[src/verilog/dual_timer_pkg.sv]
// Shared constants, register map and carrier types of the dual 8-bit timer/counter.
`default_nettype none
package dual_timer_pkg;

  // Register byte offsets on the APB.
  localparam logic [7:0] OFS_CTRL_LO  = 8'h00;
  localparam logic [7:0] OFS_CTRL_HI  = 8'h04;
  localparam logic [7:0] OFS_CMP_LO   = 8'h08;
  localparam logic [7:0] OFS_CMP_HI   = 8'h0C;
  localparam logic [7:0] OFS_DUTY_LO  = 8'h10;
  localparam logic [7:0] OFS_DUTY_HI  = 8'h14;
  localparam logic [7:0] OFS_SYSCFG   = 8'h18;
  localparam logic [7:0] OFS_STATUS   = 8'h1C;

  // Field positions in the system configuration register.
  localparam int unsigned SYSCFG_TAP_SEL_BIT = 0;
  localparam int unsigned SYSCFG_LOW_PWR_BIT = 1;

  // Field positions in the status register.
  localparam int unsigned STATUS_CNT_HI_LSB = 8;
  localparam int unsigned STATUS_TFF_LSB    = 16;

  // Operating mode encodings of the counter mode field.
  localparam logic [2:0] MODE_TIMER8   = 3'h0;
  localparam logic [2:0] MODE_DIVIDER  = 3'h1;
  localparam logic [2:0] MODE_PWM8     = 3'h2;
  localparam logic [2:0] MODE_RSVD     = 3'h3;
  localparam logic [2:0] MODE_TIMER16  = 3'h4;
  localparam logic [2:0] MODE_WARMUP   = 3'h5;
  localparam logic [2:0] MODE_PWM16    = 3'h6;
  localparam logic [2:0] MODE_PPG16    = 3'h7;

  // Clock select encodings.
  localparam logic [2:0] CK_SLOW_TAP   = 3'h0;
  localparam logic [2:0] CK_DIV7       = 3'h1;
  localparam logic [2:0] CK_DIV5       = 3'h2;
  localparam logic [2:0] CK_DIV3       = 3'h3;
  localparam logic [2:0] CK_LOW_CLK    = 3'h4;
  localparam logic [2:0] CK_DIV1       = 3'h5;
  localparam logic [2:0] CK_FAST       = 3'h6;
  localparam logic [2:0] CK_PIN        = 3'h7;

  // Prescaler widths: a free divider on the fast clock and one on the slow ticks.
  localparam int unsigned PRE_FAST_W = 11;
  localparam int unsigned PRE_SLOW_W = 3;

  // Reset values.
  localparam logic [7:0]  CTRL_RST   = 8'h00;
  localparam logic [7:0]  CMP_RST    = 8'hFF;
  localparam logic [7:0]  DUTY_RST   = 8'hFF;
  localparam logic [1:0]  SYSCFG_RST = 2'h0;
  localparam logic [31:0] RDATA_RST  = 32'h0000_0000;

  // Control register layout of one channel.
  typedef struct packed {
    logic       toggle_initial_bit;
    logic [2:0] clk_sel;
    logic       start;
    logic [2:0] counter_mode_field;
  } ctrl_t;

  // One-cycle tick pulses from the prescaler.
  typedef struct packed {
    logic div11;
    logic div7;
    logic div5;
    logic div3;
    logic div1;
    logic low_clk;
    logic low_div3;
  } tick_t;

endpackage : dual_timer_pkg
`default_nettype wire

[src/verilog/pin_edge_sync.sv]
// Two-stage synchroniser with falling-edge detection for one count input pin.
`timescale 1ns/1ns
`default_nettype none
module pin_edge_sync (
  // Clock and reset.
  input  wire logic CLK_SYS,
  input  wire logic RST,
  input  wire logic CE,
  // Pin and detected edge.
  input  wire logic PIN,
  output logic      FALL
);

  logic meta_q;
  logic sync_q;
  logic last_q;

  // The first stage feeds only the second, so nothing sees a metastable value.
  always_ff @(posedge CLK_SYS or posedge RST) begin
    if (RST) begin
      meta_q <= 1'b1;
      sync_q <= 1'b1;
      last_q <= 1'b1;
    end else if (CE) begin
      meta_q <= PIN;
      sync_q <= meta_q;
      last_q <= sync_q;
    end
  end

  // A falling edge is high on the older sample and low on the newer one.
  assign FALL = last_q & ~sync_q;

endmodule : pin_edge_sync
`default_nettype wire

[src/verilog/tick_prescaler.sv]
// Free-running prescaler producing one-cycle tick pulses from the fast and slow clocks.
`timescale 1ns/1ns
`default_nettype none
module tick_prescaler (
  // Clock and reset.
  input  wire logic                 CLK_SYS,
  input  wire logic                 RST,
  input  wire logic                 CE,
  // Slow clock tick, one system cycle per slow period.
  input  wire logic                 LOW_TICK,
  input  wire logic                 LOW_PWR,
  // Prescaled ticks.
  output dual_timer_pkg::tick_t     TICKS
);

  logic [dual_timer_pkg::PRE_FAST_W-1:0] fast_q;
  logic [dual_timer_pkg::PRE_SLOW_W-1:0] slow_q;
  logic                                  fast_run;

  // The fast clock is taken as stopped in the low-frequency power modes.
  assign fast_run = CE & ~LOW_PWR;

  // Fast divider; a tap ticks when all bits below it are ones.
  always_ff @(posedge CLK_SYS or posedge RST) begin
    if (RST) begin
      fast_q <= '0;
    end else if (fast_run) begin
      fast_q <= fast_q + 1'b1;
    end
  end

  // Slow divider advances only on slow clock ticks.
  always_ff @(posedge CLK_SYS or posedge RST) begin
    if (RST) begin
      slow_q <= '0;
    end else if (CE && LOW_TICK) begin
      slow_q <= slow_q + 1'b1;
    end
  end

  // Tap pulses at the divided rates.
  assign TICKS.div11    = fast_run & (&fast_q);
  assign TICKS.div7     = fast_run & (&fast_q[6:0]);
  assign TICKS.div5     = fast_run & (&fast_q[4:0]);
  assign TICKS.div3     = fast_run & (&fast_q[2:0]);
  assign TICKS.div1     = fast_run & fast_q[0];
  assign TICKS.low_clk  = CE & LOW_TICK;
  assign TICKS.low_div3 = CE & LOW_TICK & (&slow_q);

endmodule : tick_prescaler
`default_nettype wire

[src/verilog/dual_timer.sv]
// Top of the dual 8-bit timer, event counter and programmable divider with APB registers.
//
// The APB interface to the registers and the placing of the registers were left to the implementer.
`timescale 1ns/1ns
`default_nettype none
module dual_timer (
  // Clock, reset and enable.
  input  wire logic        CLK_SYS,
  input  wire logic        RST,
  input  wire logic        CE,
  // APB slave.
  input  wire logic        PSEL,
  input  wire logic        PENABLE,
  input  wire logic        PWRITE,
  input  wire logic [7:0]  PADDR,
  input  wire logic [31:0] PWDATA,
  output logic [31:0]      PRDATA,
  output logic             PREADY,
  output logic             PSLVERR,
  // Slow clock tick, high for one cycle per slow clock period.
  input  wire logic        LOW_FREQ_CLOCK_TICK,
  // Count inputs, divider outputs and match interrupts; index 0 is the lower counter.
  input  wire logic [1:0]  COUNT_INPUT_PIN,
  output logic [1:0]       DIVIDER_OUT_PIN,
  output logic [1:0]       COUNTER_MATCH_IRQ
);

  // Register state.
  dual_timer_pkg::ctrl_t timer_control_reg_q [2];
  logic [7:0]            match_compare_reg_q [2];
  logic [7:0]            pulse_duty_reg_q    [2];
  logic [1:0]            syscfg_q;
  logic [31:0]           prdata_q;
  logic                  pslverr_q;

  // Counter state.
  logic [7:0]            cnt_q [2];
  logic [7:0]            cnt_d [2];
  logic [1:0]            tff_q;
  logic [1:0]            tff_d;
  logic [1:0]            pin_out_q;
  logic [1:0]            irq_q;
  logic [1:0]            match;

  // Decoded control.
  logic                  divider_tap_select;
  logic                  low_power;
  logic                  cascade;
  logic [1:0]            run8;
  logic [1:0]            is_div;
  logic                  run16;
  logic [1:0]            src_tick;
  logic [1:0]            pin_fall;
  logic [15:0]           cnt16_next;
  logic [7:0]            cnt8_next [2];
  dual_timer_pkg::tick_t ticks;

  // APB strobes.
  logic                  wr_en;
  logic                  setup;
  logic [1:0]            ctrl_wr;
  logic [1:0]            cmp_wr;
  logic [1:0]            duty_wr;
  logic                  cfg_wr;
  logic                  addr_hit;

  assign divider_tap_select = syscfg_q[dual_timer_pkg::SYSCFG_TAP_SEL_BIT];
  assign low_power          = syscfg_q[dual_timer_pkg::SYSCFG_LOW_PWR_BIT];

  // Prescaler shared by both counters.
  tick_prescaler u_prescaler (
    .CLK_SYS  (CLK_SYS),
    .RST      (RST),
    .CE       (CE),
    .LOW_TICK (LOW_FREQ_CLOCK_TICK),
    .LOW_PWR  (low_power),
    .TICKS    (ticks)
  );

  // Count input synchronisers, one per counter.
  genvar g;
  generate
    for (g = 0; g < 2; g++) begin : g_pin
      pin_edge_sync u_sync (
        .CLK_SYS (CLK_SYS),
        .RST     (RST),
        .CE      (CE),
        .PIN     (COUNT_INPUT_PIN[g]),
        .FALL    (pin_fall[g])
      );
    end
  endgenerate

  // Picks the tick pulse for a clock select; the slowest tap switches to the slow clock
  // when the tap select is set or the fast clock is stopped.
  function automatic logic pick_tick(input logic [2:0] sel, input dual_timer_pkg::tick_t t,
                                     input logic fall, input logic slow_tap);
    logic r;
    r = 1'b0;
    case (sel)
      dual_timer_pkg::CK_SLOW_TAP: r = slow_tap ? t.low_div3 : t.div11;
      dual_timer_pkg::CK_DIV7:     r = t.div7;
      dual_timer_pkg::CK_DIV5:     r = t.div5;
      dual_timer_pkg::CK_DIV3:     r = t.div3;
      dual_timer_pkg::CK_LOW_CLK:  r = t.low_clk;
      dual_timer_pkg::CK_DIV1:     r = t.div1;
      dual_timer_pkg::CK_FAST:     r = ~low_power;
      dual_timer_pkg::CK_PIN:      r = fall;
      default:                     r = 1'b0;
    endcase
    return r;
  endfunction : pick_tick

  // Mode decode: the upper counter's mode field with its top bit set joins both halves.
  always_comb begin
    cascade = timer_control_reg_q[1].counter_mode_field[2];
    for (int j = 0; j < 2; j++) begin
      is_div[j] = timer_control_reg_q[j].counter_mode_field == dual_timer_pkg::MODE_DIVIDER;
      run8[j]   = timer_control_reg_q[j].start &&
                  (timer_control_reg_q[j].counter_mode_field == dual_timer_pkg::MODE_TIMER8 ||
                   is_div[j]);
    end
    run8[0] = run8[0] & ~cascade;
    // Only the 16-bit timer/event and warm-up modes run; the 16-bit pulse modes are held.
    run16 = timer_control_reg_q[1].start &&
            (timer_control_reg_q[1].counter_mode_field == dual_timer_pkg::MODE_TIMER16 ||
             timer_control_reg_q[1].counter_mode_field == dual_timer_pkg::MODE_WARMUP);
  end

  // Source ticks; when cascaded the lower counter's select drives the whole counter.
  always_comb begin
    for (int j = 0; j < 2; j++) begin
      src_tick[j] = CE & pick_tick(timer_control_reg_q[j].clk_sel, ticks, pin_fall[j],
                                   divider_tap_select | low_power);
    end
    if (cascade) begin
      src_tick[1] = src_tick[0];
    end
  end

  // Next counts and match detection; the compare register is read live, unbuffered.
  always_comb begin
    cnt16_next = {cnt_q[1], cnt_q[0]} + 16'h0001;
    for (int j = 0; j < 2; j++) begin
      cnt8_next[j] = cnt_q[j] + 8'h01;
      cnt_d[j]     = cnt_q[j];
      match[j]     = 1'b0;
    end
    if (cascade) begin
      if (!run16) begin
        cnt_d[0] = 8'h00;
        cnt_d[1] = 8'h00;
      end else if (src_tick[1]) begin
        if (cnt16_next == {match_compare_reg_q[1], match_compare_reg_q[0]}) begin
          match[1] = 1'b1;
          cnt_d[0] = 8'h00;
          cnt_d[1] = 8'h00;
        end else begin
          cnt_d[0] = cnt16_next[7:0];
          cnt_d[1] = cnt16_next[15:8];
        end
      end
    end else begin
      for (int j = 0; j < 2; j++) begin
        if (!run8[j]) begin
          cnt_d[j] = 8'h00;
        end else if (src_tick[j]) begin
          if (cnt8_next[j] == match_compare_reg_q[j]) begin
            match[j] = 1'b1;
            cnt_d[j] = 8'h00;
          end else begin
            cnt_d[j] = cnt8_next[j];
          end
        end
      end
    end
  end

  // Counter registers.
  always_ff @(posedge CLK_SYS or posedge RST) begin
    if (RST) begin
      cnt_q[0] <= 8'h00;
      cnt_q[1] <= 8'h00;
    end else if (CE) begin
      cnt_q[0] <= cnt_d[0];
      cnt_q[1] <= cnt_d[1];
    end
  end

  // Toggle flip-flop: a stopped-state control write loads the initial value, a divider
  // match toggles it. Loading only while stopped keeps a running divider glitch-free.
  always_comb begin
    for (int j = 0; j < 2; j++) begin
      tff_d[j] = tff_q[j];
      if (ctrl_wr[j] && !PWDATA[3]) begin
        tff_d[j] = PWDATA[7];
      end else if (match[j] && is_div[j] && !cascade) begin
        tff_d[j] = ~tff_q[j];
      end
    end
  end

  // Toggle flip-flop, inverted pin copy and match pulse registers.
  always_ff @(posedge CLK_SYS or posedge RST) begin
    if (RST) begin
      tff_q     <= 2'h0;
      pin_out_q <= 2'h3;
      irq_q     <= 2'h0;
    end else if (CE) begin
      tff_q     <= tff_d;
      pin_out_q <= ~tff_d;
      irq_q     <= match;
    end
  end

  assign DIVIDER_OUT_PIN   = pin_out_q;
  assign COUNTER_MATCH_IRQ = irq_q;

  // APB decode; writes land in the access phase, reads are captured in the setup phase.
  assign setup   = PSEL & ~PENABLE;
  assign wr_en   = CE & PSEL & PENABLE & PWRITE;
  assign ctrl_wr = {wr_en && PADDR == dual_timer_pkg::OFS_CTRL_HI,
                    wr_en && PADDR == dual_timer_pkg::OFS_CTRL_LO};
  assign cmp_wr  = {wr_en && PADDR == dual_timer_pkg::OFS_CMP_HI,
                    wr_en && PADDR == dual_timer_pkg::OFS_CMP_LO};
  assign duty_wr = {wr_en && PADDR == dual_timer_pkg::OFS_DUTY_HI,
                    wr_en && PADDR == dual_timer_pkg::OFS_DUTY_LO};
  assign cfg_wr  = wr_en && PADDR == dual_timer_pkg::OFS_SYSCFG;

  // Known addresses; anything else answers with an error and zero data.
  always_comb begin
    case (PADDR)
      dual_timer_pkg::OFS_CTRL_LO, dual_timer_pkg::OFS_CTRL_HI,
      dual_timer_pkg::OFS_CMP_LO,  dual_timer_pkg::OFS_CMP_HI,
      dual_timer_pkg::OFS_DUTY_LO, dual_timer_pkg::OFS_DUTY_HI,
      dual_timer_pkg::OFS_SYSCFG,  dual_timer_pkg::OFS_STATUS: addr_hit = 1'b1;
      default:                                                 addr_hit = 1'b0;
    endcase
  end

  // Control, compare, duty and configuration registers.
  always_ff @(posedge CLK_SYS or posedge RST) begin
    if (RST) begin
      for (int j = 0; j < 2; j++) begin
        timer_control_reg_q[j] <= dual_timer_pkg::CTRL_RST;
        match_compare_reg_q[j] <= dual_timer_pkg::CMP_RST;
        pulse_duty_reg_q[j]    <= dual_timer_pkg::DUTY_RST;
      end
      syscfg_q <= dual_timer_pkg::SYSCFG_RST;
    end else begin
      for (int j = 0; j < 2; j++) begin
        if (ctrl_wr[j]) begin
          timer_control_reg_q[j] <= PWDATA[7:0];
        end
        if (cmp_wr[j]) begin
          match_compare_reg_q[j] <= PWDATA[7:0];
        end
        if (duty_wr[j]) begin
          pulse_duty_reg_q[j] <= PWDATA[7:0];
        end
      end
      if (cfg_wr) begin
        syscfg_q <= PWDATA[1:0];
      end
    end
  end

  // Read data and error captured at the setup cycle so the access phase needs no wait.
  always_ff @(posedge CLK_SYS or posedge RST) begin
    if (RST) begin
      prdata_q  <= dual_timer_pkg::RDATA_RST;
      pslverr_q <= 1'b0;
    end else if (CE && setup) begin
      pslverr_q <= ~addr_hit;
      case (PADDR)
        dual_timer_pkg::OFS_CTRL_LO: prdata_q <= {24'h000000, timer_control_reg_q[0]};
        dual_timer_pkg::OFS_CTRL_HI: prdata_q <= {24'h000000, timer_control_reg_q[1]};
        dual_timer_pkg::OFS_CMP_LO:  prdata_q <= {24'h000000, match_compare_reg_q[0]};
        dual_timer_pkg::OFS_CMP_HI:  prdata_q <= {24'h000000, match_compare_reg_q[1]};
        dual_timer_pkg::OFS_DUTY_LO: prdata_q <= {24'h000000, pulse_duty_reg_q[0]};
        dual_timer_pkg::OFS_DUTY_HI: prdata_q <= {24'h000000, pulse_duty_reg_q[1]};
        dual_timer_pkg::OFS_SYSCFG:  prdata_q <= {30'h00000000, syscfg_q};
        dual_timer_pkg::OFS_STATUS:  prdata_q <= {14'h0000, tff_q, cnt_q[1], cnt_q[0]};
        default:                     prdata_q <= dual_timer_pkg::RDATA_RST;
      endcase
    end
  end

  // The slave is always ready while enabled; a low enable stretches the access phase.
  assign PREADY  = CE;
  assign PRDATA  = prdata_q;
  assign PSLVERR = pslverr_q;

endmodule : dual_timer
`default_nettype wire

[config.mk]
export PLATFORM = sky130hd
export DESIGN_NAME = dual_timer
export DESIGN_NICKNAME = d
export VERILOG_FILES = /design/src/verilog/dual_timer_pkg.sv /design/src/verilog/pin_edge_sync.sv /design/src/verilog/tick_prescaler.sv /design/src/verilog/dual_timer.sv
export SDC_FILE = /design/constraint.sdc
export NUM_CORES = 1
export LEC_CHECK = 0
export BUFFER_PORTS_ARGS = -buffer_cell sky130_fd_sc_hd__buf_2
export CORE_MARGIN = 3
export CORE_UTILIZATION = 52
export CTS_CLUSTER_DIAMETER = 50
export DETAILED_ROUTE_END_ITERATION = 7
export PLACE_DENSITY_LB_ADDON = 0.25
export SYNTH_ARGS = -nofsm -noshare
export SYNTH_HDL_FRONTEND = slang
export SYNTH_HIERARCHICAL = 1
export SYNTH_SLANG_ARGS = --single-unit
[constraint.sdc]
create_clock -name CLK_SYS -period 2.61 [get_ports CLK_SYS]
set_input_delay 0.261 -clock CLK_SYS [delete_from_list [all_inputs] [get_ports CLK_SYS]]
set_output_delay 0.261 -clock CLK_SYS [all_outputs]
set_load 0.02 [all_outputs]
==> results of run 1 <==
==> path summary, 6_finish.rpt <==
kind	startpoint	to	slack, ns	cells after the start
max reg2reg	syscfg_q[1]	tff_q[0]	-0.16	11
min reg2reg	PRDATA[8]	PRDATA[8]	0.48	2
max in group asynchronous	RST	pulse_duty_reg_q[3]	1.33	4
min in group asynchronous	RST	g_pin[0].u_sync/sync_q	0.54	3
max	syscfg_q[1]	tff_q[0]	-0.16	11
min	COUNT_INPUT_PIN[1]	g_pin[1].u_sync/meta_q	0.14	2
==> synth_stat cells, types with 10 or more instances <==
cell / count
clkbuf_1: 15
dfrtp_1: 71
xnor2_1: 19
a31oi_1: 14
dfstp_2: 40
nor2_1: 22
nand3_1: 20
mux2_2: 64
a21oi_1: 10
nand2_1: 52
nor3_1: 11
a22oi_1: 18
buf_4: 18
xor2_1: 16
nand4_1: 11
a22o_1: 11
and3_1: 16
o21ai_0: 18
inv_1: 24
==> cells by family after synthesis <==
group | share of synthesized area (%)
xor gates and xnor gates | 5.04
adders and majority gates | 1.44
other | 0.0617
buffers and inverters | 5.62
muxes | 12.6
AOI/OAI and AO/OA | 13.6
DFF | 46.5
and+or+nand+nor | 15.1
==> state kept, by name, summed over array words and instances (netlist names) <==
name / cells
PRDATA: 18
cnt_q: 16
match_compare_reg_q: 16
pulse_duty_reg_q: 16
timer_control_reg_q: 15
u_prescaler/fast_q: 11
u_prescaler/slow_q: 3
COUNTER_MATCH_IRQ: 2
DIVIDER_OUT_PIN: 2
g_pin.u_sync/last_q: 2
g_pin.u_sync/meta_q: 2
g_pin.u_sync/sync_q: 2
syscfg_q: 2
tff_q: 2
PSLVERR: 1
cascade: 1
==> metal layers <==
| metal | part of all wire, % | wire length (µm) | GRT usage (%) | vias to the layer above |
|---|---|---|---|---|
| met5 | 0 | 0 | 0 | - |
| met1 | 43 | 6990 | 33.9 | 2547 |
| li1 | - | - | - | 2328 |
| met4 | 2.7 | 443 | 9.58 | 0 |
| met3 | 5.9 | 956 | 5.39 | 29 |
| met2 | 48 | 7850 | 40.8 | 180 |
==> metrics by stage <==
stage | total power, W | hold WS [ns] | setup TNS [ns]
final | 0.00387 | 0.143 | -1.08
after global routing | 0.00405 | 0.131 | -3.19
after CTS | 0.00382 | 0.130 | -1.67
after detailed placement | 0.00244 | 0.357 | -3.81
after global placement | 0.00240 | 0.352 | -2.23
after floorplan | 0.00222 | 0.150 | -1.05
==> area by class of cell <==
cell class,instances,area [µm²],area share [%]
Multi-Input combinational cell,414,3270,42.8
Tap cell,140,175,2.29
Inverter,24,91.3,1.20
Timing Repair Buffer,140,980,12.8
Clock buffer,11,243,3.18
Sequential cell,111,2830,37.0
Clock inverter,5,52.6,0.688
==> report_power, final <==
part	internal, W	switching, W
registers	0.00184	0.0000750
logic	0.000310	0.000292
clock network	0.000695	0.000659
==> repair_timing <==
action	CTS	global route
cloned	1	0
setup buffers	3	5
resized for setup	39	39
pin swaps	25	21
setup endpoints to repair	20	21
hold endpoints to repair	20	0
hold buffers	1	0
==> flow_summary.json, run 1 <==
{
  "synthTopCellsByArea": "dfrtp_1 29%, dfstp_2 17%, mux2_2 12%, nand2_1 3.2%, xnor2_1 2.7%",
  "grt-ovfl-total": 0,
  "maxSlewViolCount": 0,
  "drt-pass1-iter-count": 5,
  "yosysTopAreaCell": "dfrtp_1",
  "initial_utilization_pct": 54.6,
  "dieArea_um2": 13000,
  "syn_inst": 577,
  "cellLeakagePower_nw": 3.47,
  "drt-vias-per-instance": 6.02,
  "seq_area_frac_synth_pct": 46.5,
  "critPathSlowestCell": "dfrtp_1",
  "synth_top_area_share_pct": 29.2,
  "drcViolationCount": 0,
  "syn_to_final_growth_pct": 25.6,
  "worstSetupEndpointType": "register",
  "crit_family": "simple AND/OR/NAND/NOR gates",
  "numCtsBuffers": 9,
  "place_ws_ns": -0.481,
  "cts.htree.levels": 3,
  "grt_max_degree": 40,
  "ir_drop_v": 0.000493,
  "synth-async-reset-ratio_pct": 100,
  "die_w_um": 114,
  "synthFlopType": "dfrtp_1",
  "clock_skew_ns": 0.0102,
  "wirelength_um": 16200,
  "timing_hold_violations_final": 0,
  "crit_path_max_fanout": 4,
  "dpl_cell_area_um2": 6940,
  "place.gp.congestion": 0.920,
  "cp_num_buf_inv": 1,
  "cts-root-buf": "clkbuf_16",
  "finalInstanceArea_um2": 7640,
  "layout.cells.non_filler": 845,
  "worst_pin_slew_ns": 0.644,
  "nFillCells": 858,
  "ys_warn_count": 6,
  "ios": 87,
  "hold_class": "in -> reg",
  "cap_violations": 0,
  "drive_above_1_share_pct": 45.7,
  "dp_hpwl_um": 11800,
  "ys_seq_elements": 111,
  "status": "finished, violations left",
  "antenna_cells": 0,
  "fmax_mhz": 361,
  "track_usage_pct": 25.4,
  "synth_cell_types": 62,
  "nNetsFinal": 756,
  "crit_path_max_incr_delay_ns": 0.41,
  "clock_latency_ns": 0.36,
  "final_common_cell": "buf_4",
  "dp_cells": 822,
  "grt_pass1_vias": 5034,
  "start_kind": "register",
  "synth_area_um2": 6080,
  "cts_tree": "done",
  "clkTransAtPathRegs_ns": 0.07,
  "synth_edf_count": 0,
  "cts.path.max_buffers": 2,
  "cts.sinks": 111,
  "ant_nets": 0,
  "power_density_nw_per_um2": 506,
  "synth_area_per_cell_um2": 10.5,
  "fp-row-count": 38,
  "routedWlPerCell_um": 19.2,
  "first_iter_violations": 514,
  "fin_ws_ns": -0.160,
  "port_buffers": 48,
  "required_ns": 2.85,
  "post-route-period-util_pct": 106,
  "die_y_um": 114,
  "finalSetupViolCount": 16,
  "worstPathCellList": "nand4b_1 > nor3_4 > and2_4 > nor3b_4 > o311ai_2 > a22oi_2 > nand2_1 > nor4_2 > buf_4 > xor2_2 > mux2_2",
  "antenna_found_initial": 0,
  "fin_util_pct": 68.6,
  "slew_headroom_pct": 56.7,
  "final_cell_mix": "81 x buf_4, 70 x dfrtp_1, 63 x mux2_2, 51 x nand2_1, 48 x buf_2",
  "coreArea_um2": 11100,
  "grt_pass1_wl_um": 25900,
  "rsz0062_at_grt": "yes",
  "violations": "negative setup slack",
  "fin_crit_ns": 2.77,
  "cp.arrival_ns": 3.01,
  "vias": 5084,
  "crit_type": "reg -> reg"
}
No activity file was read; power rests on OpenSTA's default activity.
==> inputs of run 2 (changes only) <==
--- a/config.mk
+++ b/config.mk
@@ -10,7 +10,8 @@
 export CORE_UTILIZATION = 52
 export CTS_CLUSTER_DIAMETER = 50
 export DETAILED_ROUTE_END_ITERATION = 7
-export PLACE_DENSITY_LB_ADDON = 0.25
+export HOLD_SLACK_MARGIN = 0.15
+export PLACE_DENSITY = 0.8
 export SYNTH_ARGS = -nofsm -noshare
 export SYNTH_HDL_FRONTEND = slang
 export SYNTH_HIERARCHICAL = 1
==> flow_summary.json, run 2 (synthesis results as in run 1) <==
{
  "clkTransAtPathRegs_ns": 0.08,
  "dp_hpwl_um": 12300,
  "drt-pass1-iter-count": 7,
  "cts.sinks": 111,
  "coreArea_um2": 11100,
  "antenna_cells": 0,
  "vias": 5470,
  "required_ns": 2.84,
  "cts_tree": "done",
  "syn_to_final_growth_pct": 25.8,
  "status": "finished, violations left",
  "post-route-period-util_pct": 108,
  "fin_util_pct": 68.8,
  "cp.arrival_ns": 3.04,
  "routedWlPerCell_um": 22.3,
  "largest_register_ffs": 18,
  "drcViolationCount": 0,
  "slew_headroom_pct": 52.8,
  "timing_hold_violations_final": 0,
  "die_y_um": 114,
  "clock_latency_ns": 0.36,
  "grt_pass1_wl_um": 27800,
  "worstSetupEndpointType": "register",
  "crit_path_max_fanout": 6,
  "ir_drop_v": 0.000539,
  "clock_skew_ns": 0.00939,
  "worst_pin_slew_ns": 0.706,
  "dieArea_um2": 13000,
  "start_kind": "register",
  "fin_crit_ns": 2.81,
  "final_common_cell": "buf_4",
  "die_w_um": 114,
  "drt-vias-per-instance": 6.48,
  "hold_class": "in -> reg",
  "cts.htree.levels": 3,
  "finalSetupViolCount": 18,
  "dpl_cell_area_um2": 6880,
  "fin_hold_ws_ns": 0.227,
  "r2r_start": "cnt_q[9]",
  "grt-ovfl-total": 0,
  "rsz0062_at_grt": "yes",
  "power_density_nw_per_um2": 515,
  "maxSlewViolCount": 0,
  "nNetsFinal": 755,
  "port_buffers": 48,
  "numCtsBuffers": 9,
  "fp-row-count": 38,
  "grt_pass1_vias": 5318,
  "fin_ws_ns": -0.204,
  "final_cell_mix": "79 x buf_4, 70 x dfrtp_1, 63 x mux2_2, 51 x nand2_1, 48 x buf_2",
  "hp-start": "PWDATA[6]",
  "cts.path.max_buffers": 2,
  "cellLeakagePower_nw": 3.49,
  "grt_max_degree": 92,
  "cap_violations": 0,
  "cts-root-buf": "clkbuf_16",
  "fmax_mhz": 355,
  "ios": 87,
  "ant_nets": 0,
  "nFillCells": 789,
  "worst-r2r-setup-slack_ns": -0.20,
  "finalInstanceArea_um2": 7650,
  "drive_above_1_share_pct": 45.3,
  "track_usage_pct": 27.4,
  "wirelength_um": 18800,
  "initial_utilization_pct": 54.6,
  "first_iter_violations": 772,
  "place_ws_ns": -0.327,
  "place.gp.congestion": 0.954,
  "startpoint": "cnt_q[9]",
  "violations": "negative setup slack",
  "antenna_found_initial": 0,
  "crit_type": "reg -> reg"
}
## run 2: cell type report
type                            instances  area [µm²]  area share [%]
Timing Repair Buffer                  139         973            12.7
Tap cell                              140         175            2.29
Clock buffer                           10         229            2.99
Sequential cell                       111        2830            37.0
Multi-Input combinational cell        414        3280            42.9
Clock inverter                          6        71.3           0.932
Inverter                               24        91.3            1.19
## run 2: repair_timing
action                                  4_1_cts  5_1_grt
gates resized for setup                      34       43
hold buffers                                  3        0
endpoints found under the setup margin       18       20
buffers inserted                              3       11
endpoints found under the hold margin        79        0
pin swaps                                    11       19
## run 2: critical path: stages, from the launching register on
cell and delay, ns:
dfrtp_1 0.45, buf_6 0.15, nand4_1 0.17, buf_4 0.20
nor4_2 0.29, xor2_1 0.13, a211oi_1 0.24, or4b_4 0.52
buf_6 0.16, a21oi_4 0.29, a311oi_2 0.08
## run 2: power breakdown
part	total [W]	internal [W]	switching, W	leakage [nW]
Clock	0.00141	0.000754	0.000660	0.145
Sequential	0.00192	0.00184	0.0000811	1.38
Combinational	0.000609	0.000298	0.000311	1.97
## run 2: final timing paths
check	end	depth (start not counted)
min reg2reg	u_prescaler/fast_q[10]	1
max in group asynchronous	pulse_duty_reg_q[7]	4
max reg2reg	cnt_q[5]	10
max	cnt_q[5]	10
min in group asynchronous	u_prescaler/fast_q[10]	3
min	pulse_duty_reg_q[6]	2
## run 2: routing by layer
metal	wire (µm)	track usage, %
met3	1760	5.07
met4	1030	11.8
met1	6860	35.4
met2	9150	45.2
met5	0	0
## run 2: metrics by stage
stage / power (W) / setup TNS, ns / instances
final: 0.00394 / -2.77 / 844
after global routing: 0.00409 / -3.99 / 844
after CTS: 0.00386 / -1.04 / 834
after detailed placement: 0.00244 / -3.70 / 813
after global placement: 0.00239 / -2.38 / 813
after floorplan: 0.00222 / -1.05 / 590
